File: config.mk
export PLATFORM = sky130hd
export DESIGN_NAME = sdis_host_flat
export DESIGN_NICKNAME = d
export VERILOG_FILES = /design/src/logic/sdis_pkg.sv /design/src/logic/sdis_link_if.sv /design/src/logic/sdis_host.sv /design/src/flat_wrapper.sv
export SDC_FILE = /design/constraint.sdc
export NUM_CORES = 1
export LEC_CHECK = 0
export BUFFER_PORTS_ARGS = -buffer_cell sky130_fd_sc_hd__buf_4
export CAP_MARGIN = 20
export CORE_ASPECT_RATIO = 1.2
export CORE_MARGIN = 10
export CORE_UTILIZATION = 58
export DETAILED_ROUTE_END_ITERATION = 12
export PLACE_DENSITY = 0.81
export SYNTH_ARGS = -nofsm -noshare
export SYNTH_HDL_FRONTEND = slang
export SYNTH_SLANG_ARGS = --single-unit
File: constraint.sdc
create_clock -name clock_i -period 3.2 [get_ports clock_i]
set_clock_uncertainty 0.2 [all_clocks]
set_input_delay 0.48 -clock clock_i [delete_from_list [all_inputs] [get_ports clock_i]]
set_output_delay 0.48 -clock clock_i [all_outputs]
set_load 0.01 [all_outputs]
File: src/logic/sdis_pkg.sv
// Constants and types shared by both ends of the init/self-refresh link
package sdis_pkg;
	localparam int unsigned CLK_PERIOD_NS = 100;
	localparam int unsigned STABLE_US = 200;
	localparam int unsigned STABLE_CYC = (STABLE_US * 1000 + CLK_PERIOD_NS - 1) / CLK_PERIOD_NS;
	localparam int unsigned TRAS_NS = 42;
	localparam int unsigned TRAS_CYC = (TRAS_NS + CLK_PERIOD_NS - 1) / CLK_PERIOD_NS;
	localparam int unsigned TRC_NS = 63;
	localparam int unsigned TIS_NS = 2;
	localparam int unsigned TXSR_CYC = (TRC_NS + TIS_NS + CLK_PERIOD_NS - 1) / CLK_PERIOD_NS;
	localparam int unsigned TREFI_NS = 7800;
	localparam int unsigned TREFI_CYC = TREFI_NS / CLK_PERIOD_NS;
	localparam int unsigned INIT_REFRESHES = 2;
	localparam int unsigned BURST_REFRESHES = 8192;
	localparam int unsigned CNT_W = 16;
	localparam int unsigned MODE_W = 13;
	localparam logic [MODE_W-1:0] MODE_DEFAULT = 13'h0030;
	localparam logic [1:0] BANK_ALL = 2'h3;
	// Command encoding {cs_n, ras_n, cas_n, we_n}
	localparam logic [3:0] CMD_NOP = 4'h7;
	localparam logic [3:0] CMD_DESEL = 4'h8;
	localparam logic [3:0] CMD_PRECHARGE = 4'h2;
	localparam logic [3:0] CMD_REFRESH = 4'h1;
	localparam logic [3:0] CMD_MODE_SET = 4'h0;
	localparam int unsigned AP_BIT = 10;
	typedef enum logic [2:0] {
		SDIS_DEV_OFF, SDIS_DEV_IDLE, SDIS_DEV_SELF
	} sdis_dev_state_t;
	typedef enum logic [3:0] {
		SDIS_HC_POWER, SDIS_HC_PRE, SDIS_HC_REF, SDIS_HC_MRS, SDIS_HC_READY,
		SDIS_HC_BURST_IN, SDIS_HC_SELF_ENTER, SDIS_HC_SELF_HOLD,
		SDIS_HC_SELF_EXIT, SDIS_HC_BURST_OUT
	} sdis_host_state_t;
endpackage : sdis_pkg

File: src/logic/sdis_link_if.sv
// Command pins between memory controller and SDRAM device
`timescale 1ns/10ps
interface sdis_link_if;
	logic clk_en;
	logic cs_n;
	logic ras_n;
	logic cas_n;
	logic we_n;
	logic dqm;
	logic [1:0] bank;
	logic [12:0] addr;
	modport ctrl (output clk_en, output cs_n, output ras_n, output cas_n,
		output we_n, output dqm, output bank, output addr);
	modport mem (input clk_en, input cs_n, input ras_n, input cas_n,
		input we_n, input dqm, input bank, input addr);
endinterface : sdis_link_if

File: src/logic/sdis_host.sv
// Controller end: power-up init, refresh timing, self-refresh entry/exit
`timescale 1ns/10ps
module sdis_host import sdis_pkg::*; #(
	parameter int unsigned STABLE_CYCLES = STABLE_CYC,
	parameter int unsigned BURST_COUNT = BURST_REFRESHES,
	parameter bit REFRESH_FIRST = 1'b0,
	parameter bit BURST_MODE = 1'b1
) (
	input wire logic clock_i,
	input wire logic rst_i,
	input wire logic self_req_i,
	input wire logic wake_req_i,
	input wire logic [MODE_W-1:0] mode_i,
	output logic ready_o,
	output logic in_self_o,
	sdis_link_if.ctrl link
);
	sdis_host_state_t state_q, state_d;
	logic [CNT_W-1:0] cnt_q, cnt_d;
	logic [CNT_W-1:0] refs_q, refs_d;
	logic [CNT_W-1:0] trefi_q;
	logic cke_q, cke_d;
	logic dqm_q, dqm_d;
	logic mrs_done_q, mrs_done_d;
	logic [3:0] cmd_q, cmd_d;
	logic [MODE_W-1:0] addr_q, addr_d;
	logic [1:0] bank_q, bank_d;
	logic ref_due_q;
	wire cnt_zero = (cnt_q == '0);
	wire refs_done = (refs_q == '0);
	wire [CNT_W-1:0] stable_len = CNT_W'(STABLE_CYCLES - 1);
	wire [CNT_W-1:0] tras_len = CNT_W'(TRAS_CYC);
	wire [CNT_W-1:0] txsr_len = CNT_W'(TXSR_CYC);
	wire [CNT_W-1:0] burst_len = CNT_W'(BURST_COUNT);
	wire [CNT_W-1:0] init_refs = CNT_W'(INIT_REFRESHES);
	// Due flag and timer reload each add a cycle to the period
	wire [CNT_W-1:0] trefi_len = CNT_W'(TREFI_CYC - 2);
	wire [CNT_W-1:0] init_wait = CNT_W'(TXSR_CYC);

	always_comb begin
		state_d = state_q;
		cnt_d = cnt_q == '0 ? '0 : cnt_q - CNT_W'(1);
		refs_d = refs_q;
		cke_d = cke_q;
		dqm_d = dqm_q;
		mrs_done_d = mrs_done_q;
		cmd_d = CMD_NOP;
		addr_d = '0;
		bank_d = '0;
		unique case (state_q)
			SDIS_HC_POWER: begin
				cke_d = 1'b0;
				dqm_d = 1'b1;
				if (cnt_zero) begin
					cke_d = 1'b1;
					cnt_d = init_wait;
					state_d = SDIS_HC_PRE;
				end
			end
			SDIS_HC_PRE: begin
				if (cnt_zero) begin
					cmd_d = CMD_PRECHARGE;
					addr_d = MODE_W'(1) << AP_BIT;
					bank_d = BANK_ALL;
					cnt_d = init_wait;
					refs_d = init_refs;
					state_d = REFRESH_FIRST ? SDIS_HC_REF : SDIS_HC_MRS;
				end
			end
			SDIS_HC_REF: begin
				if (cnt_zero) begin
					if (!refs_done) begin
						cmd_d = CMD_REFRESH;
						refs_d = refs_q - CNT_W'(1);
						cnt_d = init_wait;
					end else if (mrs_done_q) begin
						dqm_d = 1'b0;
						state_d = SDIS_HC_READY;
					end else begin
						state_d = SDIS_HC_MRS;
					end
				end
			end
			SDIS_HC_MRS: begin
				if (cnt_zero) begin
					cmd_d = CMD_MODE_SET;
					addr_d = mode_i;
					mrs_done_d = 1'b1;
					cnt_d = init_wait;
					state_d = SDIS_HC_REF;
				end
			end
			SDIS_HC_READY: begin
				if (self_req_i) begin
					refs_d = BURST_MODE ? burst_len : '0;
					state_d = SDIS_HC_BURST_IN;
				end else if (ref_due_q && cnt_zero) begin
					cmd_d = CMD_REFRESH;
					cnt_d = init_wait;
				end
			end
			SDIS_HC_BURST_IN: begin
				if (cnt_zero) begin
					if (!refs_done) begin
						cmd_d = CMD_REFRESH;
						refs_d = refs_q - CNT_W'(1);
						cnt_d = init_wait;
					end else begin
						state_d = SDIS_HC_SELF_ENTER;
					end
				end
			end
			SDIS_HC_SELF_ENTER: begin
				cmd_d = CMD_REFRESH;
				cke_d = 1'b0;
				cnt_d = tras_len;
				state_d = SDIS_HC_SELF_HOLD;
			end
			SDIS_HC_SELF_HOLD: begin
				cke_d = 1'b0;
				if (cnt_zero && wake_req_i) begin
					cmd_d = CMD_DESEL;
					cke_d = 1'b1;
					cnt_d = txsr_len;
					state_d = SDIS_HC_SELF_EXIT;
				end
			end
			SDIS_HC_SELF_EXIT: begin
				cmd_d = CMD_DESEL;
				if (cnt_zero) begin
					refs_d = BURST_MODE ? burst_len : '0;
					state_d = SDIS_HC_BURST_OUT;
				end
			end
			SDIS_HC_BURST_OUT: begin
				if (cnt_zero) begin
					if (!refs_done) begin
						cmd_d = CMD_REFRESH;
						refs_d = refs_q - CNT_W'(1);
						cnt_d = init_wait;
					end else begin
						state_d = SDIS_HC_READY;
					end
				end
			end
			default: state_d = SDIS_HC_POWER;
		endcase
	end

	always_ff @(posedge clock_i) begin
		if (rst_i) begin
			state_q <= SDIS_HC_POWER;
			cnt_q <= stable_len;
			refs_q <= '0;
			cke_q <= 1'b0;
			dqm_q <= 1'b1;
			mrs_done_q <= 1'b0;
			cmd_q <= CMD_NOP;
			addr_q <= '0;
			bank_q <= '0;
		end else begin
			state_q <= state_d;
			cnt_q <= cnt_d;
			refs_q <= refs_d;
			cke_q <= cke_d;
			dqm_q <= dqm_d;
			mrs_done_q <= mrs_done_d;
			cmd_q <= cmd_d;
			addr_q <= addr_d;
			bank_q <= bank_d;
		end
	end

	// Refresh interval timer for normal operation
	always_ff @(posedge clock_i) begin
		if (rst_i || state_q != SDIS_HC_READY) begin
			trefi_q <= trefi_len;
			ref_due_q <= 1'b0;
		end else if (cmd_d == CMD_REFRESH) begin
			trefi_q <= trefi_len;
			ref_due_q <= 1'b0;
		end else if (trefi_q == '0) begin
			ref_due_q <= 1'b1;
		end else begin
			trefi_q <= trefi_q - CNT_W'(1);
		end
	end

	assign link.clk_en = cke_q;
	assign link.cs_n = cmd_q[3];
	assign link.ras_n = cmd_q[2];
	assign link.cas_n = cmd_q[1];
	assign link.we_n = cmd_q[0];
	assign link.dqm = dqm_q;
	assign link.bank = bank_q;
	assign link.addr = addr_q;
	assign ready_o = (state_q == SDIS_HC_READY);
	assign in_self_o = (state_q == SDIS_HC_SELF_HOLD);
endmodule : sdis_host

File: src/flat_wrapper.sv
// flat-port wrapper written by rule: the top's interface ports become plain ports
module sdis_host_flat import sdis_pkg::*;
#(
	parameter int unsigned STABLE_CYCLES = STABLE_CYC,
	parameter int unsigned BURST_COUNT = BURST_REFRESHES,
	parameter bit REFRESH_FIRST = 1'b0,
	parameter bit BURST_MODE = 1'b1
)
  (clock_i, rst_i, self_req_i, wake_req_i, mode_i, ready_o, in_self_o, link_clk_en, link_cs_n, link_ras_n, link_cas_n, link_we_n, link_dqm, link_bank, link_addr);
  sdis_link_if link_i ();
  input wire logic clock_i;
  input wire logic rst_i;
  input wire logic self_req_i;
  input wire logic wake_req_i;
  input wire logic [MODE_W-1:0] mode_i;
  output logic ready_o;
  output logic in_self_o;
  output wire logic [$bits(link_i.clk_en)-1:0] link_clk_en;
  output wire logic [$bits(link_i.cs_n)-1:0] link_cs_n;
  output wire logic [$bits(link_i.ras_n)-1:0] link_ras_n;
  output wire logic [$bits(link_i.cas_n)-1:0] link_cas_n;
  output wire logic [$bits(link_i.we_n)-1:0] link_we_n;
  output wire logic [$bits(link_i.dqm)-1:0] link_dqm;
  output wire logic [$bits(link_i.bank)-1:0] link_bank;
  output wire logic [$bits(link_i.addr)-1:0] link_addr;
  assign link_clk_en = link_i.clk_en;
  assign link_cs_n = link_i.cs_n;
  assign link_ras_n = link_i.ras_n;
  assign link_cas_n = link_i.cas_n;
  assign link_we_n = link_i.we_n;
  assign link_dqm = link_i.dqm;
  assign link_bank = link_i.bank;
  assign link_addr = link_i.addr;
  sdis_host #(.STABLE_CYCLES(STABLE_CYCLES), .BURST_COUNT(BURST_COUNT), .REFRESH_FIRST(REFRESH_FIRST), .BURST_MODE(BURST_MODE)) u_core (.clock_i(clock_i), .rst_i(rst_i), .self_req_i(self_req_i), .wake_req_i(wake_req_i), .mode_i(mode_i), .ready_o(ready_o), .in_self_o(in_self_o), .link(link_i));
endmodule
==> results of run 1 <==
-- metrics by stage --
stage / cells / hold slack (ns) / setup WS (ns) / area (sq um) / utilization
floorplan: 418 / 0.238 / 0.632 / 3600 / -
global placement: 531 / 0.249 / 0.567 / 3940 / 0.651
detailed placement: 531 / 0.264 / 0.488 / 3940 / 0.651
CTS: 546 / 0.113 / 0.460 / 4180 / 0.690
global route: 546 / 0.112 / 0.261 / 4180 / 0.690
finish: 546 / 0.122 / 0.460 / 4180 / 0.690
-- kinds of logic after synthesis --
kind of cell    synth area share
compound gates             0.170
xor+xnor                  0.0585
fa+ha+maj                 0.0139
buf+inv                   0.0536
flops                      0.412
mux                      0.00557
simple gates               0.286
-- cell usage after synthesis (4+ instances only) --
library cell / instances
dfxtp_1: 74
nor2_1: 42
a21oi_1: 33
nand2_1: 29
nor3_1: 25
nand3_1: 15
xnor2_1: 15
inv_1: 13
and2_1: 12
o21ai_0: 12
or3_1: 12
xor2_1: 9
nand2b_1: 8
o21bai_1: 8
buf_6: 7
clkbuf_1: 7
nor4_1: 7
nor2b_1: 6
o31ai_1: 6
or2_2: 5
or4_1: 5
a211oi_1: 4
ha_1: 4
nand3b_1: 4
-- layout by cell type, fill, tap and decap left out, types with 5 or more instances in the layout --
cell / count
or4_1: 5
xor2_1: 9
o21bai_1: 8
buf_4: 51
or2_2: 5
nor2b_1: 6
inv_1: 13
clkbuf_8: 9
nand2_1: 29
nor3_1: 25
and2_1: 12
o31ai_1: 6
o21ai_0: 12
nor4_1: 7
nand3_1: 15
a21oi_1: 33
xnor2_1: 15
dfxtp_1: 74
or3_1: 12
nand2b_1: 8
nor2_1: 42
-- routing by layer --
layer / part of all wire / wire [um]
met2: 0.50 / 4010
met1: 0.43 / 3400
met4: 0.014 / 108
met5: 0 / 0
met3: 0.054 / 428
-- area by class of cell --
| class | count | area, sq um |
|---|---|---|
| multi-input cells | 311 | 1920 |
| fillers | 503 | 1870 |
| flip-flops and latches | 74 | 1480 |
| repair buffers | 51 | 383 |
| clock buffers | 9 | 124 |
| clock inverters | 6 | 115 |
| well taps | 82 | 103 |
| inverters | 13 | 48.8 |
-- sequential cells by signal, indices dropped and copies added (netlist names) --
name,flops
u_core.cnt_q,16
u_core.refs_q,16
u_core.trefi_q,16
u_core.link.addr,13
u_core.cmd_q,4
u_core.state_q,4
u_core.link.bank,1
u_core.link.clk_en,1
u_core.link.dqm,1
u_core.mrs_done_q,1
u_core.ref_due_q,1
-- path summary, 6_finish.rpt --
kind	from	end	slack [ns]	cells after the start
worst max-delay path	u_core.cnt_q[0]	u_core.refs_q[10]	0.46	10
worst min-delay path	mode_i[8]	u_core.link.addr[8]	0.12	2
worst max register to register	u_core.cnt_q[0]	u_core.refs_q[10]	0.46	10
worst min register to register	u_core.refs_q[1]	u_core.refs_q[1]	0.28	2
-- power groups by stage --
stage               combinational [mW]  clock, mW  sequential, mW
detailed placement               0.985          0            1.08
CTS                              0.995      0.878            1.06
global route                      1.11      0.920            1.08
global placement                 0.967          0            1.08
finish                            1.00      0.867            1.07
floorplan                        0.770          0            1.07
==> qor.yml, run 1 <==
die_h_um: 106
synth_edf_count: 0
syn_inst: 418
drv_cap: 0
path_max_fanout: 20
core_area_sq_um: 6050
io_buffers: 39
finalHoldViolations: 0
routabilityCongestion: 0.866
grt_start_max_net_pins: 29
cts_htree_levels: 3
switching_share: 0.343
grt.total_usage: 0.162
synth_top_area_frac: 0.412
cp_top_family: "simple AND/OR/NAND/NOR gates"
dieArea_sq_um: 9760
p_switching_mw: 1.01
p_comb_frac: 0.342
min_period_ns: 2.74
critPathBufInv: 3
setup_tns_ns: 0
crit_top_cell: "buf_4"
use_met2: 0.274
grt-ovfl-total: 0
finalSetupViolations: 0
antenna_found_initial: 0
grt_busiest_layer: "met2"
final.period_utilization: 0.856
start_util: 0.594
synth-seq-cells: 74
drc: 0
cts_sinks: 74
syn_to_final_growth_pct: 16.1
grtUsageMet1: 0.183
avgSynthCellArea_sq_um: 8.60
antenna_cells: 0
grt_pass1_vias: 2914
max_freq_mhz: 365
viasPerCell: 5.66
rsz0062_at_grt: "no"
met3_usage: 0.0535
crit_slowest_cell: "or4_1"
hpwl_mm: 5.71
wl_per_cell_um: 14.5
clk_latency_ns: 0.36
hold_buffers: 0
drive_gt1_frac: 0.181
wirelength_mm: 7.94
slew_headroom: 0.519
crit_required_ns: 3.28
rows: 31
antenna_left: 0
p_total_mw: 2.94
drt-initial-drc-count: 258
ctsRootBufferMaster: "clkbuf_8"
drt_pass1_iterations: 6
grt_pass1_wl_mm: 13.2
power.density_nw_per_um2: 703
critPathKind: "reg -> reg"
synthFlopType: "dfxtp_1"
ys_seq_area_frac: 0.412
dr_total_vias: 3089
synthesis.area_sq_um: 3600
post_cts_buffers: 0
cts_max_path_buffers: 2
max_stage_delay_ns: 0.47
tritoncts: "built"
path_clk_slew_ns: 0.08
nets: 481
yosys_warnings: 0
async_reset_ff_frac: 0
cp_data_arrival_time_ns: 2.82
synth_top_cells_by_area: "dfxtp_1, a21oi_1, nor2_1"
crit_chain: "inv_1, ha_1, nor3b_2, buf_4, and3_1, o211ai_1, a21o_1, buf_4, or4_1, a21oi_1"
hp-class: "in -> reg"
cp-start-kind: "flop"
synth.largest_area_cell: "dfxtp_1"
peakVddDrop_uv: 543
ctsResizeCount: 0
post_synth_num_cell_types: 65
p_clk_frac: 0.295
seqPwrFrac: 0.363
cts_buffers: 9
drv_slew: 0
tightest_slew_ns: 0.715
die_w_um: 91.9
synth.net_count: 439
outcome: "finished clean"
ioPinCount: 40
total_leakage_power_nw: 1.60
intPower_mw: 1.93
cp-end-kind: "flop"
No activity file was read; power rests on OpenSTA's default activity.
==> inputs of run 2 (changes only) <==
Settings changed: CTS_CLUSTER_DIAMETER from default to 80, RECOVER_POWER from default to 25.
==> run 2 against run 1 <==
Against the previous run: design area is 2.0% lower; global-route usage stayed put; sequential power hardly changed; clock-buffer cell count stayed put; die area stayed put; clock power hardly changed; first-iteration DRC count is 6.2% lower; sequential cell count stayed put; non-clock buffer count stayed put; critical path type unchanged; highest routed layer unchanged.
==> qor.yml, run 2 (synthesized netlist as in run 1, its figures left out) <==
critPathKind: "reg -> reg"
start_util: 0.594
hp-class: "in -> reg"
hpwl_mm: 5.71
total_leakage_power_nw: 1.51
drv_cap: 0
core_area_sq_um: 6050
final.period_utilization: 0.885
grt_busiest_layer: "met2"
viasPerCell: 5.67
wirelength_mm: 7.92
rsz0062_at_grt: "no"
crit_required_ns: 3.24
tritoncts: "built"
crit_top_cell: "nor2_1"
fin_cells: 546
cp-start-kind: "flop"
antenna_found_initial: 0
ctsResizeCount: 0
finalSetupViolations: 0
max_freq_mhz: 353
multi_input_area_sq_um: 1920
grt_start_max_net_pins: 29
drive_gt1_frac: 0.134
use_met2: 0.274
slew_headroom: 0.519
wl_per_cell_um: 14.5
post_cts_buffers: 0
tightest_slew_ns: 0.715
drt_pass1_iterations: 5
met3_usage: 0.0535
hold_buffers: 0
peakVddDrop_uv: 545
grt_pass1_wl_mm: 13.2
final_cell_mix: "dfxtp_1, nor2_1, a21oi_1"
max_stage_delay_ns: 0.36
dr_total_vias: 3096
cts_sinks: 74
rows: 31
ctsRootBufferMaster: "clkbuf_8"
cts_buffers: 9
nets: 481
timing.rr.start: "u_core.cnt_q[0]"
cts_htree_levels: 3
dieArea_sq_um: 9760
cp_top_family: "simple AND/OR/NAND/NOR gates"
nFillCells: 528
dp_cells: 531
postLayoutCoreUtil: 0.677
routabilityCongestion: 0.866
critPathBufInv: 3
largestRegisters: "u_core.cnt_q x16, u_core.refs_q x16, u_core.trefi_q x16"
cp_num_cells: 10
r2r_slack_ns: 0.37
crit_chain: "inv_1, ha_1, nor3b_2, and4_1, clkbuf_1, nor2_1, a211o_1, o31ai_4, buf_4, nor2_1"
crit_slowest_cell: "clkbuf_1"
p_total_mw: 2.92
drv_slew: 0
drt-initial-drc-count: 242
grtUsageMet1: 0.183
io_buffers: 39
crit_start: "u_core.cnt_q[0]"
final_common_cell: "dfxtp_1"
final_cell_area_sq_um: 4090
path_clk_slew_ns: 0.08
min_period_ns: 2.83
setup_tns_ns: 0
dpl_cell_area_sq_um: 3940
reg2reg_depth: 10
die_w_um: 91.9
finalHoldViolations: 0
path_max_fanout: 17
cp-end-kind: "flop"
cp_data_arrival_time_ns: 2.87
clk_latency_ns: 0.36
ioPinCount: 40
cts_max_path_buffers: 2
grt_pass1_vias: 2914
drc: 0
die_h_um: 106
register_area_sq_um: 1480
holdPathStages: 2
grt.total_usage: 0.162
syn_to_final_growth_pct: 13.8
hp-start: "mode_i[8]"
antenna_left: 0
antenna_cells: 0
power.density_nw_per_um2: 714
outcome: "finished clean"
grt-ovfl-total: 0
-- run 2: cell types whose count changed in the layout (fill, tap and decap cells not counted) --
| cell | previous run | this run |
|---|---|---|
| buf_4 | 51 | 29 |
| clkbuf_1 | 0 | 22 |
-- run 2: path summary, 6_finish.rpt --
check                                      endpoint
worst max-delay path              u_core.trefi_q[7]
worst min-delay path            u_core.link.addr[8]
worst max register to register    u_core.trefi_q[7]
worst min register to register     u_core.refs_q[1]
-- run 2: per-stage QoR --
stage | hold slack (ns) | worst slack, ns
after floorplan | 0.238 | 0.632
after global placement | 0.249 | 0.567
after detailed placement | 0.264 | 0.488
after CTS | 0.113 | 0.460
after global routing | 0.112 | 0.142
final | 0.121 | 0.369
-- run 2: worst register-to-register path, stage by stage (launching register included) --
cell	delay, ns
dfxtp_1	0.32
inv_1	0.09
ha_1	0.19
nor3b_2	0.25
and4_1	0.31
clkbuf_1	0.36
nor2_1	0.11
a211o_1	0.34
o31ai_4	0.25
buf_4	0.24
nor2_1	0.07
-- run 2: area by class of cell --
class | instances | share of cell area
Timing Repair Buffer | 51 | 0.0733
Clock buffer | 9 | 0.0303
Inverter | 13 | 0.0119
Sequential cell | 74 | 0.362
Tap cell | 82 | 0.0251
Multi-Input combinational cell | 311 | 0.469
Clock inverter | 6 | 0.0281
-- run 2: layer usage --
| layer | vias to the layer above | part of all wire |
|---|---|---|
| met3 | 11 | 0.051 |
| met4 | 0 | 0.013 |
| met5 | - | 0 |
| met1 | 1436 | 0.43 |
| li1 | 1573 | - |
| met2 | 76 | 0.51 |
-- run 2: power breakdown --
group / internal [mW] / total, mW / switching, mW
clock network: 0.517 / 0.869 / 0.352
registers: 1.00 / 1.06 / 0.0640
logic: 0.395 / 0.988 / 0.593
==> inputs of run 3 (changes only) <==
Settings changed: ABC_AREA from default to 1, CORE_UTILIZATION 58 to 59, PLACE_DENSITY 0.81 to 0.82.
==> run 3 against run 2 <==
Against the previous run: non-clock buffer count fell by 12; via count rose by 22%; clock-buffer cell count rose by 2; critical endpoint is now u_core.trefi_q[9]; highest routed layer unchanged; area after synthesis rose by 9.0%; sequential share of layout area fell by 2.0 points; sequential power fell by 13%; worst setup slack improved by 0.54 ns; critical path depth rose by 1; core utilization fell by 0.50 points; final cell count rose by 31%; combinational power fell by 96%.
==> qor.yml, run 3 <==
p_switching_mw: 0.365
cts_htree_levels: 3
routabilityCongestion: 0.956
switching_share: 0.219
syn_to_final_growth_pct: 10.5
drc: 0
final_cell_mix: "nand2_1, nor2_1, dfxtp_1"
async_reset_ff_frac: 0
grt_start_max_net_pins: 31
drive_gt1_frac: 0.0937
p_comb_frac: 0.025
synthesis.area_sq_um: 3920
grt.total_usage: 0.184
dpl_cell_area_sq_um: 4220
slew_headroom: 0.394
final_common_cell: "nand2_1"
avgSynthCellArea_sq_um: 6.65
rows: 32
antenna_left: 0
dp_slack_ns: 0.930
grt_pass1_vias: 3610
synth-seq-cells: 74
cp_data_arrival_time_ns: 2.33
dr_total_vias: 3775
seqPwrFrac: 0.555
timing.rr.start: "u_core.cnt_q[0]"
nets: 646
hp-class: "in -> reg"
die_w_um: 94.4
grt-ovfl-total: 0
drt-initial-drc-count: 206
synth.most_common_cell: "nand2_1"
tightest_slew_ns: 0.908
drv_slew: 0
hold_buffers: 0
cts_sinks: 74
ys_seq_area_frac: 0.378
core_area_sq_um: 6450
intPower_mw: 1.30
final_cell_area_sq_um: 4330
min_period_ns: 2.29
synth.net_count: 610
syn_inst: 589
p_clk_frac: 0.420
crit_required_ns: 3.24
fin_ws_ns: 0.911
hpwl_mm: 6.72
yosys_warnings: 0
total_leakage_power_nw: 2.01
path_clk_slew_ns: 0.08
wl_per_cell_um: 12.8
drt_pass1_iterations: 7
ctsResizeCount: 0
outcome: "finished clean"
rsz0062_at_grt: "no"
crit_start: "u_core.cnt_q[0]"
clk_latency_ns: 0.35
start_util: 0.608
synth_edf_count: 0
max_freq_mhz: 437
wirelength_mm: 9.19
finalSetupViolations: 0
ctsRootBufferMaster: "clkbuf_8"
die_h_um: 109
post_cts_buffers: 0
io_buffers: 39
synthFlopType: "dfxtp_1"
hp-start: "mode_i[3]"
grt_pass1_wl_mm: 15.5
drv_cap: 0
antenna_found_initial: 0
cp-start-kind: "flop"
dieArea_sq_um: 10300
finalHoldViolations: 0
critPathKind: "reg -> reg"
synth.largest_area_cell: "dfxtp_1"
synth_top_cells_by_area: "dfxtp_1, nand2_1, nor2_1"
cp-end-kind: "flop"
path_max_fanout: 14
cts_buffers: 9
synth_common_cells: "nand2_1, nor2_1, dfxtp_1, nand3_1, inv_1"
viasPerCell: 5.28
synth_top_area_frac: 0.378
dp_cells: 699
setup_tns_ns: 0
post_synth_num_cell_types: 35
largestRegisters: "u_core.cnt_q x16, u_core.refs_q x16, u_core.trefi_q x16"
final.period_utilization: 0.715
ioPinCount: 40
antenna_cells: 0
cts_max_path_buffers: 2
fin_cells: 715
power.density_nw_per_um2: 385
peakVddDrop_uv: 399
tritoncts: "built"
[run 3: cell types whose count changed in the layout (fill, tap and decap cells not counted), moves of 8 or more]
cell      before  now
xnor2_1       15    7
nand2_1       29  147
or3_1         12    0
and2_1        12    1
nand2b_1       8    0
nand3_1       15   54
inv_1         13   42
xor2_1         9   18
nor2_1        42  131
buf_4         29   18
nor3_1        25   11
nor2_2         0    9
[run 3: cell families (layout without fill, tap and decap cells)]
logic type,after synthesis,after routing,share of synthesized area
DFF,74,74,0.378
xor gates and xnor gates,25,25,0.0559
buffers and inverters,62,103,0.0706
AOI/OAI and AO/OA,51,51,0.0686
adders and majority gates,4,4,0.0128
and+or+nand+nor,373,373,0.414
[run 3: layout make-up]
class                      instances  area [sq um]
multi-input combinational        453          2160
inverter                          48           183
sequential                        74          1480
tap                               85           106
clock buffer                      11           131
timing repair buffer              39           214
fill                             587          2120
clock inverter                     5          55.1
[run 3: critical path: stages, from the launching register on]
cell and delay (ns):
dfxtp_1 0.30, inv_1 0.10, ha_1 0.20, nand2_1 0.12, nor2_2 0.24, nand3_1 0.17, nand2_1 0.15, nand2_1 0.07
nor2_2 0.17, nand3_2 0.13, nand2_2 0.24, nor2_1 0.07
[run 3: worst paths after layout]
kind / end / slack, ns / depth (start not counted)
setup / recovery: u_core.trefi_q[9] / 0.91 / 11
hold / removal: u_core.link.addr[3] / 0.15 / 3
setup reg to reg: u_core.trefi_q[9] / 0.91 / 11
hold reg to reg: u_core.refs_q[0] / 0.26 / 2
[run 3: power by group through the flow]
stage / Combinational (mW) / Clock (mW) / Sequential [mW]
finish: 0.0411 / 0.699 / 0.925
global route: 0.0460 / 0.751 / 0.925
CTS: 0.0410 / 0.712 / 0.925
detailed placement: 0.0409 / 0 / 0.946
global placement: 0.0396 / 0 / 0.946
floorplan: 0.0201 / 0 / 0.946
[run 3: through the flow]
stage               total power [mW]   util  hold slack (ns)
floorplan                      0.966      -            0.234
global placement               0.986  0.655            0.248
detailed placement             0.987  0.655            0.248
CTS                             1.68  0.684            0.145
global route                    1.72  0.672            0.159
finish                          1.67  0.672            0.155
[run 3: per-layer routing]
metal  track usage  wire length [um]  vias up
met5             0                 0        -
met4        0.0783               197        0
met3        0.0543               540       23
met2         0.316              4460      102
met1         0.207              3990     1713
li1              -                 -     1937
